### config.mk
export PLATFORM = sky130hd
export DESIGN_NAME = pfes_top
export DESIGN_NICKNAME = d
export VERILOG_FILES = /design/src/hw/pfes_pkg.sv /design/src/hw/pfes_unlock.sv /design/src/hw/pfes_timer.sv /design/src/hw/pfes_top.sv
export SDC_FILE = /design/constraint.sdc
export NUM_CORES = 2
export LEC_CHECK = 0
export ABC_AREA = 1
export BUFFER_PORTS_ARGS = -buffer_cell sky130_fd_sc_hd__buf_2
export CELL_PAD_IN_SITES_DETAIL_PLACEMENT = 0
export CELL_PAD_IN_SITES_GLOBAL_PLACEMENT = 1
export CORE_MARGIN = 8
export CORE_UTILIZATION = 40
export DETAILED_ROUTE_END_ITERATION = 7
export GPL_TIMING_DRIVEN = 0
export PLACE_DENSITY = 0.77
export SLEW_MARGIN = 20
export SYNTH_ARGS = -nofsm -noshare
export SYNTH_HDL_FRONTEND = slang
export SYNTH_SLANG_ARGS = --single-unit
### constraint.sdc
create_clock -name clk -period 3 [get_ports clk]
set_input_delay 0.15 -clock clk [delete_from_list [all_inputs] [get_ports clk]]
set_output_delay 0.15 -clock clk [all_outputs]
set_load 0.01 [all_outputs]
### src/hw/pfes_pkg.sv
package pfes_pkg;

  // ****************************************
  // Bus and register map
  // ****************************************
  localparam int        ADDR_W       = 5;
  localparam int        DATA_W       = 32;
  localparam logic [4:0] REG_CTRL    = 5'h00;
  localparam logic [4:0] REG_KEY     = 5'h04;
  localparam logic [4:0] REG_STATUS  = 5'h08;
  localparam logic [4:0] REG_MASK    = 5'h0c;
  localparam logic [4:0] REG_ROW     = 5'h10;
  localparam logic [4:0] REG_BUF     = 5'h14;

  // ****************************************
  // Control fields
  // ****************************************
  localparam int         CTL_OP_LSB  = 0;
  localparam int         CTL_ERASE   = 6;
  localparam int         CTL_PERMIT  = 14;
  localparam int         CTL_WR      = 15;
  localparam logic [3:0] OP_ERASE    = 4'h2;
  localparam logic [3:0] OP_PROG     = 4'h1;
  localparam logic [3:0] OP_RESET    = 4'h0;
  localparam logic [7:0] KEY_FIRST   = 8'h55;
  localparam logic [7:0] KEY_SECOND  = 8'haa;

  // ****************************************
  // Status and interrupt bits
  // ****************************************
  localparam int         EV_W        = 2;
  localparam int         EV_DONE     = 0;
  localparam int         EV_REFUSED  = 1;
  localparam int         ST_BUSY     = 8;
  localparam logic [1:0] EV_RESET    = 2'h0;

  // ****************************************
  // Flash geometry
  // ****************************************
  localparam int         ROW_WORDS   = 64;
  localparam int         WORD_IDX_W  = 6;
  localparam int         PAGE_ROWS   = 8;
  localparam int         PAGE_LSB_W  = 3;
  localparam int         ROW_W       = 10;
  localparam int         INSTR_W     = 24;

  // ****************************************
  // Timing
  // ****************************************
  localparam int         CLK_MHZ       = 25;
  localparam int         ERASE_TIME_US = 20;
  localparam int         ROW_TIME_US   = 2;
  localparam int         ERASE_CYCLES  = ERASE_TIME_US * CLK_MHZ;
  localparam int         ROW_CYCLES    = ROW_TIME_US * CLK_MHZ;
  localparam int         TMR_W         = 16;

  typedef enum logic [1:0] {UK_IDLE, UK_HALF, UK_ARMED} pfes_key_state_t;
  typedef enum logic [1:0] {SQ_IDLE, SQ_ERASE, SQ_COPY, SQ_PWAIT} pfes_seq_state_t;

endpackage : pfes_pkg

### src/hw/pfes_unlock.sv
`timescale 1ns/1ps
module pfes_unlock (
  // Clock and reset
  input  wire logic       clk,
  input  wire logic       rst_n,
  // Bus write events
  input  wire logic       key_wr,
  input  wire logic [7:0] key_data,
  input  wire logic       other_wr,
  // Unlock state
  output logic            armed
);
  import pfes_pkg::*;

  typedef struct packed {
    pfes_key_state_t state;
  } pfes_unlock_regs_t;

  pfes_unlock_regs_t r;
  pfes_unlock_regs_t next_r;

  always_comb begin
    next_r = r;
    if (key_wr) begin
      case (r.state)
        UK_IDLE:  next_r.state = (key_data == KEY_FIRST) ? UK_HALF : UK_IDLE;
        UK_HALF:  next_r.state = (key_data == KEY_SECOND) ? UK_ARMED : UK_IDLE;
        default:  next_r.state = UK_IDLE;
      endcase
    end else if (other_wr) begin
      // Any other write breaks the back-to-back sequence
      next_r.state = UK_IDLE;
    end
  end

  always_ff @(posedge clk) begin
    if (!rst_n) begin
      r.state <= UK_IDLE;
    end else begin
      r <= next_r;
    end
  end

  assign armed = (r.state == UK_ARMED);
endmodule : pfes_unlock

### src/hw/pfes_timer.sv
`timescale 1ns/1ps
module pfes_timer #(
  parameter int CNT_W = 16
) (
  // Clock and reset
  input  wire logic             clk,
  input  wire logic             rst_n,
  // Control
  input  wire logic             load,
  input  wire logic [CNT_W-1:0] load_val,
  // Expiry pulse
  output logic                  done
);
  import pfes_pkg::*;

  typedef struct packed {
    logic [CNT_W-1:0] cnt;
    logic             done;
  } pfes_timer_regs_t;

  pfes_timer_regs_t r;
  pfes_timer_regs_t next_r;

  always_comb begin
    next_r      = r;
    next_r.done = 1'b0;
    if (load) begin
      next_r.cnt = load_val;
    end else if (r.cnt != '0) begin
      next_r.cnt  = r.cnt - 1'b1;
      next_r.done = (r.cnt == {{(CNT_W-1){1'b0}}, 1'b1});
    end
  end

  always_ff @(posedge clk) begin
    if (!rst_n) begin
      r <= '0;
    end else begin
      r <= next_r;
    end
  end

  assign done = r.done;

endmodule : pfes_timer

### src/hw/pfes_top.sv
// Local design decisions: the register offsets and register access over Avalon-MM.
`timescale 1ns/1ps
module pfes_top (
  // Clock and reset
  input  wire logic                             clk,
  input  wire logic                             rst_n,
  // Avalon-MM slave
  input  wire logic [pfes_pkg::ADDR_W-1:0]      address,
  input  wire logic                             read,
  input  wire logic                             write,
  input  wire logic [3:0]                       byteenable,
  input  wire logic [pfes_pkg::DATA_W-1:0]      writedata,
  output logic      [pfes_pkg::DATA_W-1:0]      readdata,
  output logic                                  waitrequest,
  // Processor and interrupt
  output logic                                  cpu_stall,
  output logic                                  irq,
  // Flash array
  output logic                                  flash_erase,
  output logic                                  flash_write,
  output logic [pfes_pkg::ROW_W+pfes_pkg::WORD_IDX_W-1:0] flash_addr,
  output logic [pfes_pkg::INSTR_W-1:0]          flash_wdata
);
  import pfes_pkg::*;

  // ****************************************
  // State
  // ****************************************
  typedef struct packed {
    pfes_seq_state_t         state;
    logic [3:0]              op;
    logic                    erase;
    logic                    permit;
    logic                    wr;
    logic [EV_W-1:0]         status;
    logic [EV_W-1:0]         mask;
    logic [ROW_W-1:0]        row;
    logic [WORD_IDX_W-1:0]   buf_idx;
    logic [WORD_IDX_W-1:0]   word;
    logic                    waitreq;
    logic [DATA_W-1:0]       rdata;
    logic                    stall;
    logic                    irq;
    logic                    fl_erase;
    logic                    fl_write;
    logic [ROW_W+WORD_IDX_W-1:0] fl_addr;
    logic [INSTR_W-1:0]      fl_data;
  } pfes_top_regs_t;

  pfes_top_regs_t r;
  pfes_top_regs_t next_r;

  // Holding buffer kept out of the state word to stay a plain memory
  logic [INSTR_W-1:0] hold_buf [ROW_WORDS];

  logic             wr_taken;
  logic             key_wr;
  logic             other_wr;
  logic             armed;
  logic             tmr_load;
  logic [TMR_W-1:0] tmr_val;
  logic             tmr_done;
  logic             buf_wr;
  logic             start;
  logic             op_ok;
  logic             new_permit;
  logic             new_erase;
  logic [3:0]       new_op;
  logic [EV_W-1:0]  ev_set;
  logic [EV_W-1:0]  ev_clr;

  // Access takes effect in the cycle waitrequest is low
  assign wr_taken = write && !r.waitreq;
  assign key_wr   = wr_taken && (address == REG_KEY) && byteenable[0];
  assign other_wr = wr_taken && !key_wr;

  // ****************************************
  // Submodules
  // ****************************************
  pfes_unlock u_unlock (
    .clk      (clk),
    .rst_n    (rst_n),
    .key_wr   (key_wr),
    .key_data (writedata[7:0]),
    .other_wr (other_wr),
    .armed    (armed)
  );

  pfes_timer #(
    .CNT_W (TMR_W)
  ) u_timer (
    .clk      (clk),
    .rst_n    (rst_n),
    .load     (tmr_load),
    .load_val (tmr_val),
    .done     (tmr_done)
  );

  // ****************************************
  // Next-state logic
  // ****************************************
  always_comb begin
    next_r     = r;
    tmr_load   = 1'b0;
    tmr_val    = '0;
    buf_wr     = 1'b0;
    start      = 1'b0;
    ev_set     = '0;
    ev_clr     = '0;
    new_op     = byteenable[0] ? writedata[CTL_OP_LSB +: 4] : r.op;
    new_erase  = byteenable[0] ? writedata[CTL_ERASE] : r.erase;
    new_permit = byteenable[1] ? writedata[CTL_PERMIT] : r.permit;
    // Mismatched operation and erase-select pairs are refused, never run
    op_ok      = ((new_op == OP_ERASE) && new_erase)
              || ((new_op == OP_PROG) && !new_erase);

    // Single wait state on every access, answer on the second cycle
    next_r.waitreq  = !((read || write) && r.waitreq);
    next_r.fl_erase = 1'b0;
    next_r.fl_write = 1'b0;

    if (read && r.waitreq) begin
      case (address)
        REG_CTRL: begin
          next_r.rdata = '0;
          next_r.rdata[CTL_OP_LSB +: 4] = r.op;
          next_r.rdata[CTL_ERASE]       = r.erase;
          next_r.rdata[CTL_PERMIT]      = r.permit;
          next_r.rdata[CTL_WR]          = r.wr;
        end
        REG_STATUS: begin
          next_r.rdata = '0;
          next_r.rdata[EV_W-1:0] = r.status;
          next_r.rdata[ST_BUSY]  = (r.state != SQ_IDLE);
        end
        REG_MASK:   next_r.rdata = {{(DATA_W-EV_W){1'b0}}, r.mask};
        REG_ROW:    next_r.rdata = {{(DATA_W-ROW_W){1'b0}}, r.row};
        default:    next_r.rdata = '0;
      endcase
    end

    if (wr_taken) begin
      case (address)
        REG_CTRL: begin
          // Control is frozen while an operation runs
          if (r.state == SQ_IDLE) begin
            next_r.op     = new_op;
            next_r.erase  = new_erase;
            next_r.permit = new_permit;
            if (byteenable[1] && writedata[CTL_WR]) begin
              if (new_permit && armed && op_ok) begin
                start = 1'b1;
              end else begin
                ev_set[EV_REFUSED] = 1'b1;
              end
            end
          end
        end
        REG_STATUS: if (byteenable[0]) ev_clr = writedata[EV_W-1:0];
        REG_MASK:   if (byteenable[0]) next_r.mask = writedata[EV_W-1:0];
        REG_ROW: begin
          if (r.state == SQ_IDLE && byteenable[0] && byteenable[1]) begin
            next_r.row = writedata[ROW_W-1:0];
          end
        end
        REG_BUF: begin
          if (r.state == SQ_IDLE) begin
            buf_wr         = 1'b1;
            next_r.buf_idx = r.buf_idx + 1'b1;
          end
        end
        default: ;
      endcase
    end

    case (r.state)
      SQ_IDLE: begin
        if (start) begin
          next_r.wr    = 1'b1;
          next_r.stall = 1'b1;
          if (new_op == OP_ERASE) begin
            // Whole aligned page goes, not just the addressed row
            next_r.fl_erase = 1'b1;
            next_r.fl_addr  = {r.row[ROW_W-1:PAGE_LSB_W], {PAGE_LSB_W{1'b0}},
                               {WORD_IDX_W{1'b0}}};
            tmr_load        = 1'b1;
            tmr_val         = TMR_W'(ERASE_CYCLES);
            next_r.state    = SQ_ERASE;
          end else begin
            next_r.word  = '0;
            next_r.state = SQ_COPY;
          end
        end
      end
      SQ_ERASE: begin
        if (tmr_done) begin
          next_r.wr          = 1'b0;
          next_r.stall       = 1'b0;
          ev_set[EV_DONE]    = 1'b1;
          next_r.state       = SQ_IDLE;
        end
      end
      SQ_COPY: begin
        // One buffered instruction per cycle into the addressed row
        next_r.fl_write = 1'b1;
        next_r.fl_addr  = {r.row, r.word};
        next_r.fl_data  = hold_buf[r.word];
        next_r.word     = r.word + 1'b1;
        // Timer armed on the last word so the wait follows the burst
        if (r.word == WORD_IDX_W'(ROW_WORDS - 1)) begin
          tmr_load     = 1'b1;
          tmr_val      = TMR_W'(ROW_CYCLES);
          next_r.state = SQ_PWAIT;
        end
      end
      SQ_PWAIT: begin
        if (tmr_done) begin
          next_r.wr       = 1'b0;
          next_r.stall    = 1'b0;
          next_r.buf_idx  = '0;
          ev_set[EV_DONE] = 1'b1;
          next_r.state    = SQ_IDLE;
        end
      end
      default: next_r.state = SQ_IDLE;
    endcase

    // Hardware set wins over a software clear in the same cycle
    next_r.status = (r.status & ~ev_clr) | ev_set;
    next_r.irq    = |(next_r.status & next_r.mask);
  end

  // ****************************************
  // Registers
  // ****************************************
  always_ff @(posedge clk) begin
    if (!rst_n) begin
      r         <= '0;
      r.state   <= SQ_IDLE;
      r.op      <= OP_RESET;
      r.status  <= EV_RESET;
      r.mask    <= EV_RESET;
      r.waitreq <= 1'b1;
    end else begin
      r <= next_r;
    end
  end

  // Loads only while idle, so a running copy reads a stable row
  always_ff @(posedge clk) begin
    if (buf_wr) begin
      hold_buf[r.buf_idx] <= writedata[INSTR_W-1:0];
    end
  end

  assign readdata    = r.rdata;
  assign waitrequest = r.waitreq;
  assign cpu_stall   = r.stall;
  assign irq         = r.irq;
  assign flash_erase = r.fl_erase;
  assign flash_write = r.fl_write;
  assign flash_addr  = r.fl_addr;
  assign flash_wdata = r.fl_data;
endmodule : pfes_top

; After elaboration in Yosys (flattened, before gate mapping)
; Memories as Yosys holds them, arrays and structs flattened. A register that Yosys moved wholly into a read port is not among the register bits.
; Index checks and enable logic that the tools add are counted.
[word_totals]
mem_bits_ro = 0
n_memories = 1
latchBits = 0
ramBits = 1536
in_bits = 45
register_bits = 106
out_inout_bits = 77
elab_cells = 152
[mem_list]
columns = name, words, word_bits, rd, rd_clocked_by_memory_dff, write_ports, line
row1 = hold_buf, 64, 24, 1, 1, 1, pfes_top.sv:54  ; logic [INSTR_W-1:0] hold_buf [ROW_WORDS];
[op_classes]
bitwise_logic = 6
add_sub_neg = 3
eq_ne = 21
n_reduce_logical = 39
multipliers = 0
div = 0
order_cmp = 0
shift = 0
muxes = 63
[ops]
columns = cell, n
row1 = one-hot mux 16 bit (4 select lines), 1
row2 = two-way mux 16 bit, 3
row3 = two-way mux 6 bit, 7
row4 = one-hot mux 16 bit (2 select lines), 1
row5 = two-way mux 1 bit, 26
row6 = two-way mux 2 bit, 12
row7 = two-way mux 10 bit, 2
row8 = two-way mux 18 bit, 1
row9 = two-way mux 9 bit, 2
row10 = one-hot mux 9 bit (2 select lines), 1
row11 = AND reduction 3 bit, 6
row12 = two-way mux 17 bit, 1
row13 = equality test 16 x 1 -> 1 bit (second input constant), 1
row14 = nonzero test 16 bit, 1
row15 = subtractor 16 x 1 -> 16 bit (second input constant), 1
row16 = logical AND 1 bit, 13
row17 = adder 6 x 1 -> 6 bit (second input constant), 2
row18 = one-hot mux 6 bit (2 select lines), 1
row19 = equality test 5 x 4 -> 1 bit (second input constant), 2
row20 = equality test 5 bit (second input constant), 2
row21 = nonzero test 2 bit, 5
row22 = equality test 8 x 7 -> 1 bit (second input constant), 1
row23 = equality test 8 bit (second input constant), 1
row24 = != test 2 bit (second input constant), 4
row25 = 22 further kinds, 35

; Depth between registers and ports, before layout
[depth]
ltp_word = 13
depth_mapped = 15
mapped_depth_nobuf = 12

; Hierarchy
; Synthesis repeated with hierarchy kept, for this count alone.
[unflattened]
cells_unflattened = 5562
hier_area_um2 = 66391.2
[by_module_without_submodules]
columns = mod, seq_area_each_um2, cells_per_inst, area_each_um2, instances
row1 = pfes_top, 47946.0, 5354, 65053.6, 1
row2 = pfes_timer, 340.3, 172, 1158.6, 1
row3 = pfes_unlock, 40.0, 36, 178.9, 1

; Worst setup path before layout
; Ideal clock, no wire load.
[synth_timing]
path_kind = reg2reg
from = register r, in the netlist waitrequest
to = memory hold_buf[11][0], enable pin
t_required_ns = 2.595
arrival_time_ns = 2.438
setup_slack_ns = 0.157
setup_time_ns = 0.405
path_stages_with_launch = 8
n_path_buf = 0
period_less_slack_ns = 2.843
cell_sequence = dfxtp_1 inv_1 nand2_1 nor2_1 nand3b_1 nor2_1 nand3_1 nor2_1
[synth_via]
elab_chain_cells = 5
[synth_rtl]
columns = item, line
row1 = "start, declared", pfes_top.sv:50  ; pfes_top_regs_t r;
row2 = "start signal, assigned", pfes_top.sv:245  ; r <= next_r;
row3 = zero test 1 bit, pfes_top.sv:73  ; assign wr_taken = write && !r.waitreq;
row4 = logical AND 1 bit, pfes_top.sv:73
row5 = two-way mux 1 bit, pfes_top.sv:142  ; if (wr_taken) begin
row6 = two-way mux 1 bit, pfes_top.sv:251  ; if (buf_wr) begin
row7 = two-way mux 1 bit (not written as such), pfes_top.sv:252  ; hold_buf[r.buf_idx] <= writedata[INSTR_W-1:0];
row8 = "end, declared", pfes_top.sv:54
; Every way passes these cells.

==> results by group <==
Clock network
  – Clk Latency, worst-skew pair: between 800 and 900 ps
  – Clock Tree Buf Depth: 3
  – Clock root buffer master: clkbuf_16
  – CTS tree: built
  – Depth of the CTS H-tree: 4
  – Clock transition at path regs: about 60 ps
  – CTS Sinks: ~1600
  – Cts bufs inserted: about 170

Die
  – Site Rows: 149
  – Die height: between 400 and 500 um
  – Initial core utilization: 0.402
  – Core Area: 165000 sq um
  – I/O pin total: 122
  – Die Span X: roughly 420 um
  – Die ar.: around 180000 sq um

Critical path
  – Slowest stage cell, crit path: dfxtp_2
  – Crit path kind: reg2reg
  – Critical path startpoint category: flip-flop
  – Nature of the critical path endpoint: flip-flop
  – Cell Chain, Critical Path: inv_4 > buf_4 > buf_8 > buf_6 > clkbuf_4 > o21ai_1 > o211ai_1 > nand3_1 > nand2_1 > nand2_1 > nand3_1 > nor2_1 > nor2_1
  – Crit path max fanout: 10
  – Data arrival time of the worst path: ~3800 ps
  – Required @ worst endpoint: approximately 3700 ps
  – CP max stage delay: between 400 and 500 ps

Yosys
  – Post-synth top area share: 0.698
  – Synthesized area per cell: 12.0 sq um
  – Post-synthesis async set-or-reset flop share: 0
  – Post-synth EDFFs: 1536
  – Multiplexer share of the synthesized area: 0
  – FF+latch count, synth: approximately 1600
  – Ys flop type: edfxtp_1
  – Synth cell count leaders: edfxtp_1 (1536), nor2_1 (1263), o21ai_0 (617), nand2_1 (549), o21ai_1 (279)
  – Synth Area in XOR/XNOR: 0.00159
  – Compound-cell area share of the yosys netlist: 0.106
  – Most common cell in the netlist: edfxtp_1
  – Yosys top cell by area: edfxtp_1
  – Register area share after synthesis: 0.731
  – Synth cell types: 37
  – Area share of and/or/nand/nor cells after synthesis: 0.122
  – Post-Syn Instances: about 5500
  – Post-synthesis cell area: between 60000 and 70000 sq um
  – Top post-synthesis cells by area: edfxtp_1 (70%), nor2_1 (7.2%), o21ai_0 (4.7%), dfxtp_1 (3.3%), nand2_1 (3.1%)
  – Ys Warns: 0
  – Combinational family with the most area after synthesis: simple AND/OR/NAND/NOR gates
  – Adder-Cell Fraction of Synth Area: 0.000946

Timing
  – Setup violators final: 10
  – Setup ws final: -134 ps
  – Max-slew violations: 0
  – Unrepaired setup endpoints after global routing: yes
  – Min Tclk post-route: between 3000 and 4000 ps
  – Least-Margin Pin Slew: approximately 1000 ps
  – Hold WS: about 130 ps
  – Final hold violations: 0
  – Worst slew margin: 0.313
  – Final Skew: 30.7 ps
  – Fmax achieved: 0.319 GHz
  – Post-route clock period utilization: 1.04

Route
  – ANT nets after route: 0
  – Drt pass-1 iters: 6
  – Initial drt markers: 8049
  – Total wire length: between 200000 and 250000 um
  – Routed vias: 47900
  – Drt drc: 0
  – Drt wl/cell: between 20 and 30 um
  – Routed vias/inst: approximately 5.8

Pwr
  – Leak: between 0.02 and 0.03 uW
  – Worst vdd ir: roughly 0.62 mV
  – Final Power: roughly 50000 uW
  – PwrDens: 626 nW/um^2

Global route
  – Largest net degree at the start of global routing: 65
  – Vias in the first global route: 45000
  – GRT Util Overall: 0.256
  – Initial antenna violation count: 14
  – Gr ovfl total: 0
  – First-pass GRT wire length: approximately 330000 um

Place
  – Final HPWL DP: around 160000 um
  – Port buffer count: 89
  – Routability cong.: roughly 0.97

Finish
  – Fin nets: ~6000
  – Fillers: 14400
  – Layout cells sized above 1: 0.141
  – Syn-to-layout area delta: 18.9%

Run status
  – Status: finished with violations
  – Violated checks: negative setup slack

Hold path
  – Worst min path class: in2reg

Flow run
  – Max-cap violations: 0
## layer usage
metal / GRT usage / vias to the layer above / wire [um]
met4: 0.146 / 2 / 15300
met2: 0.383 / 3230 / 104000
met3: 0.0662 / 527 / 31700
met1: 0.340 / 23600 / 87100
li1: - / 20600 / -
met5: 0 / - / 12
## state kept, by name, indices dropped and copies added, names as in the netlist
name	count
irq	1
u_unlock.r	2
flash_wdata	24
r	34
flash_addr	16
flash_write	1
flash_erase	1
readdata	12
u_timer.r	16
cpu_stall	1
hold_buf	1536
u_timer.done	1
waitrequest	1
## cell usage in the layout, fill, tap and decap left out, types with 56 or more instances in the layout
master,n
edfxtp_1,1536
nor2_1,1176
o21ai_0,617
nand2_1,547
o21ai_1,279
nand3_1,183
clkbuf_16,174
buf_4,161
o211ai_1,154
buf_2,151
clkbuf_1,148
o22ai_1,135
dfxtp_1,109
inv_1,97
a21oi_1,83
nor2_4,71
clkbuf_2,58
buf_12,56
## area by class of cell
type,count,area [sq um],share of cell area
repair buffers,257,3570,0.0454
plain buffers,413,2370,0.0301
multi-input cells,3371,16000,0.204
clock buffers,222,4570,0.0582
flip-flops and latches,1646,48300,0.615
inverters,115,438,0.00557
diodes,9,22.5,0.000286
clock inverters,80,584,0.00743
well taps,2189,2740,0.0348
## path summary, 6_finish.rpt
kind	slack [ps]	from	endpoint	cells after the start
worst max-delay path	-130	r[77]$_SDFFE_PN0P_	flash_wdata[11]$_SDFFE_PN0P_	13
worst max register to register	-130	r[77]$_SDFFE_PN0P_	flash_wdata[11]$_SDFFE_PN0P_	13
worst min register to register	460	r[111]$_SDFFE_PN0P_	r[111]$_SDFFE_PN0P_	2
worst min-delay path	130	rst_n	r[99]$_SDFF_PN0_	3
## power breakdown
group / switching [uW] / internal, uW / total, uW
combinational: 2870 / 1050 / 3920
sequential: 95.7 / 25200 / 25300
clock: 8770 / 11200 / 20000
total: 11700 / 37500 / 49200
## cell families (layout without fill, tap and decap cells)
family | Yosys count | after routing
AOI/OAI and AO/OA | 1278 | 1278
xor gates and xnor gates | 12 | 12
adders and majority gates | 5 | 5
buffers and inverters | 528 | 1087
DFF | 1646 | 1646
other | 1 | 29
and+or+nand+nor | 2056 | 2056
## critical path, delay by kind of cell, from the launching register on
kind | cells | cell delay, ps
flip-flops | 1 | 460
buffers and inverters | 5 | 970
AND/OR/NAND/NOR | 6 | 1230
AO/OA/AOI/OAI | 2 | 310
## per-stage QoR
stage               std cells  worst slack (ps)  setup TNS [ps]   util  instance area, sq um
floorplan                5545               157               0      -                 66200
global placement         7823             -2160        -2747420  0.421                 69400
detailed placement       7907              -911         -696950  0.437                 72000
CTS                      8283              -197          -46430  0.476                 78400
global route             8294             -12.0           -12.0  0.477                 78600
finish                   8302              -134            -439  0.478                 78600
## what timing repair did
item	in CTS	in global routing
gates cloned	0	0
endpoints found under the hold margin	697	0
buffers inserted	33	10
pin swaps	24	9
hold buffers	41	0
setup endpoints to repair	1490	1301
resized for setup	148	54
No activity file was read; power rests on OpenSTA's default activity.
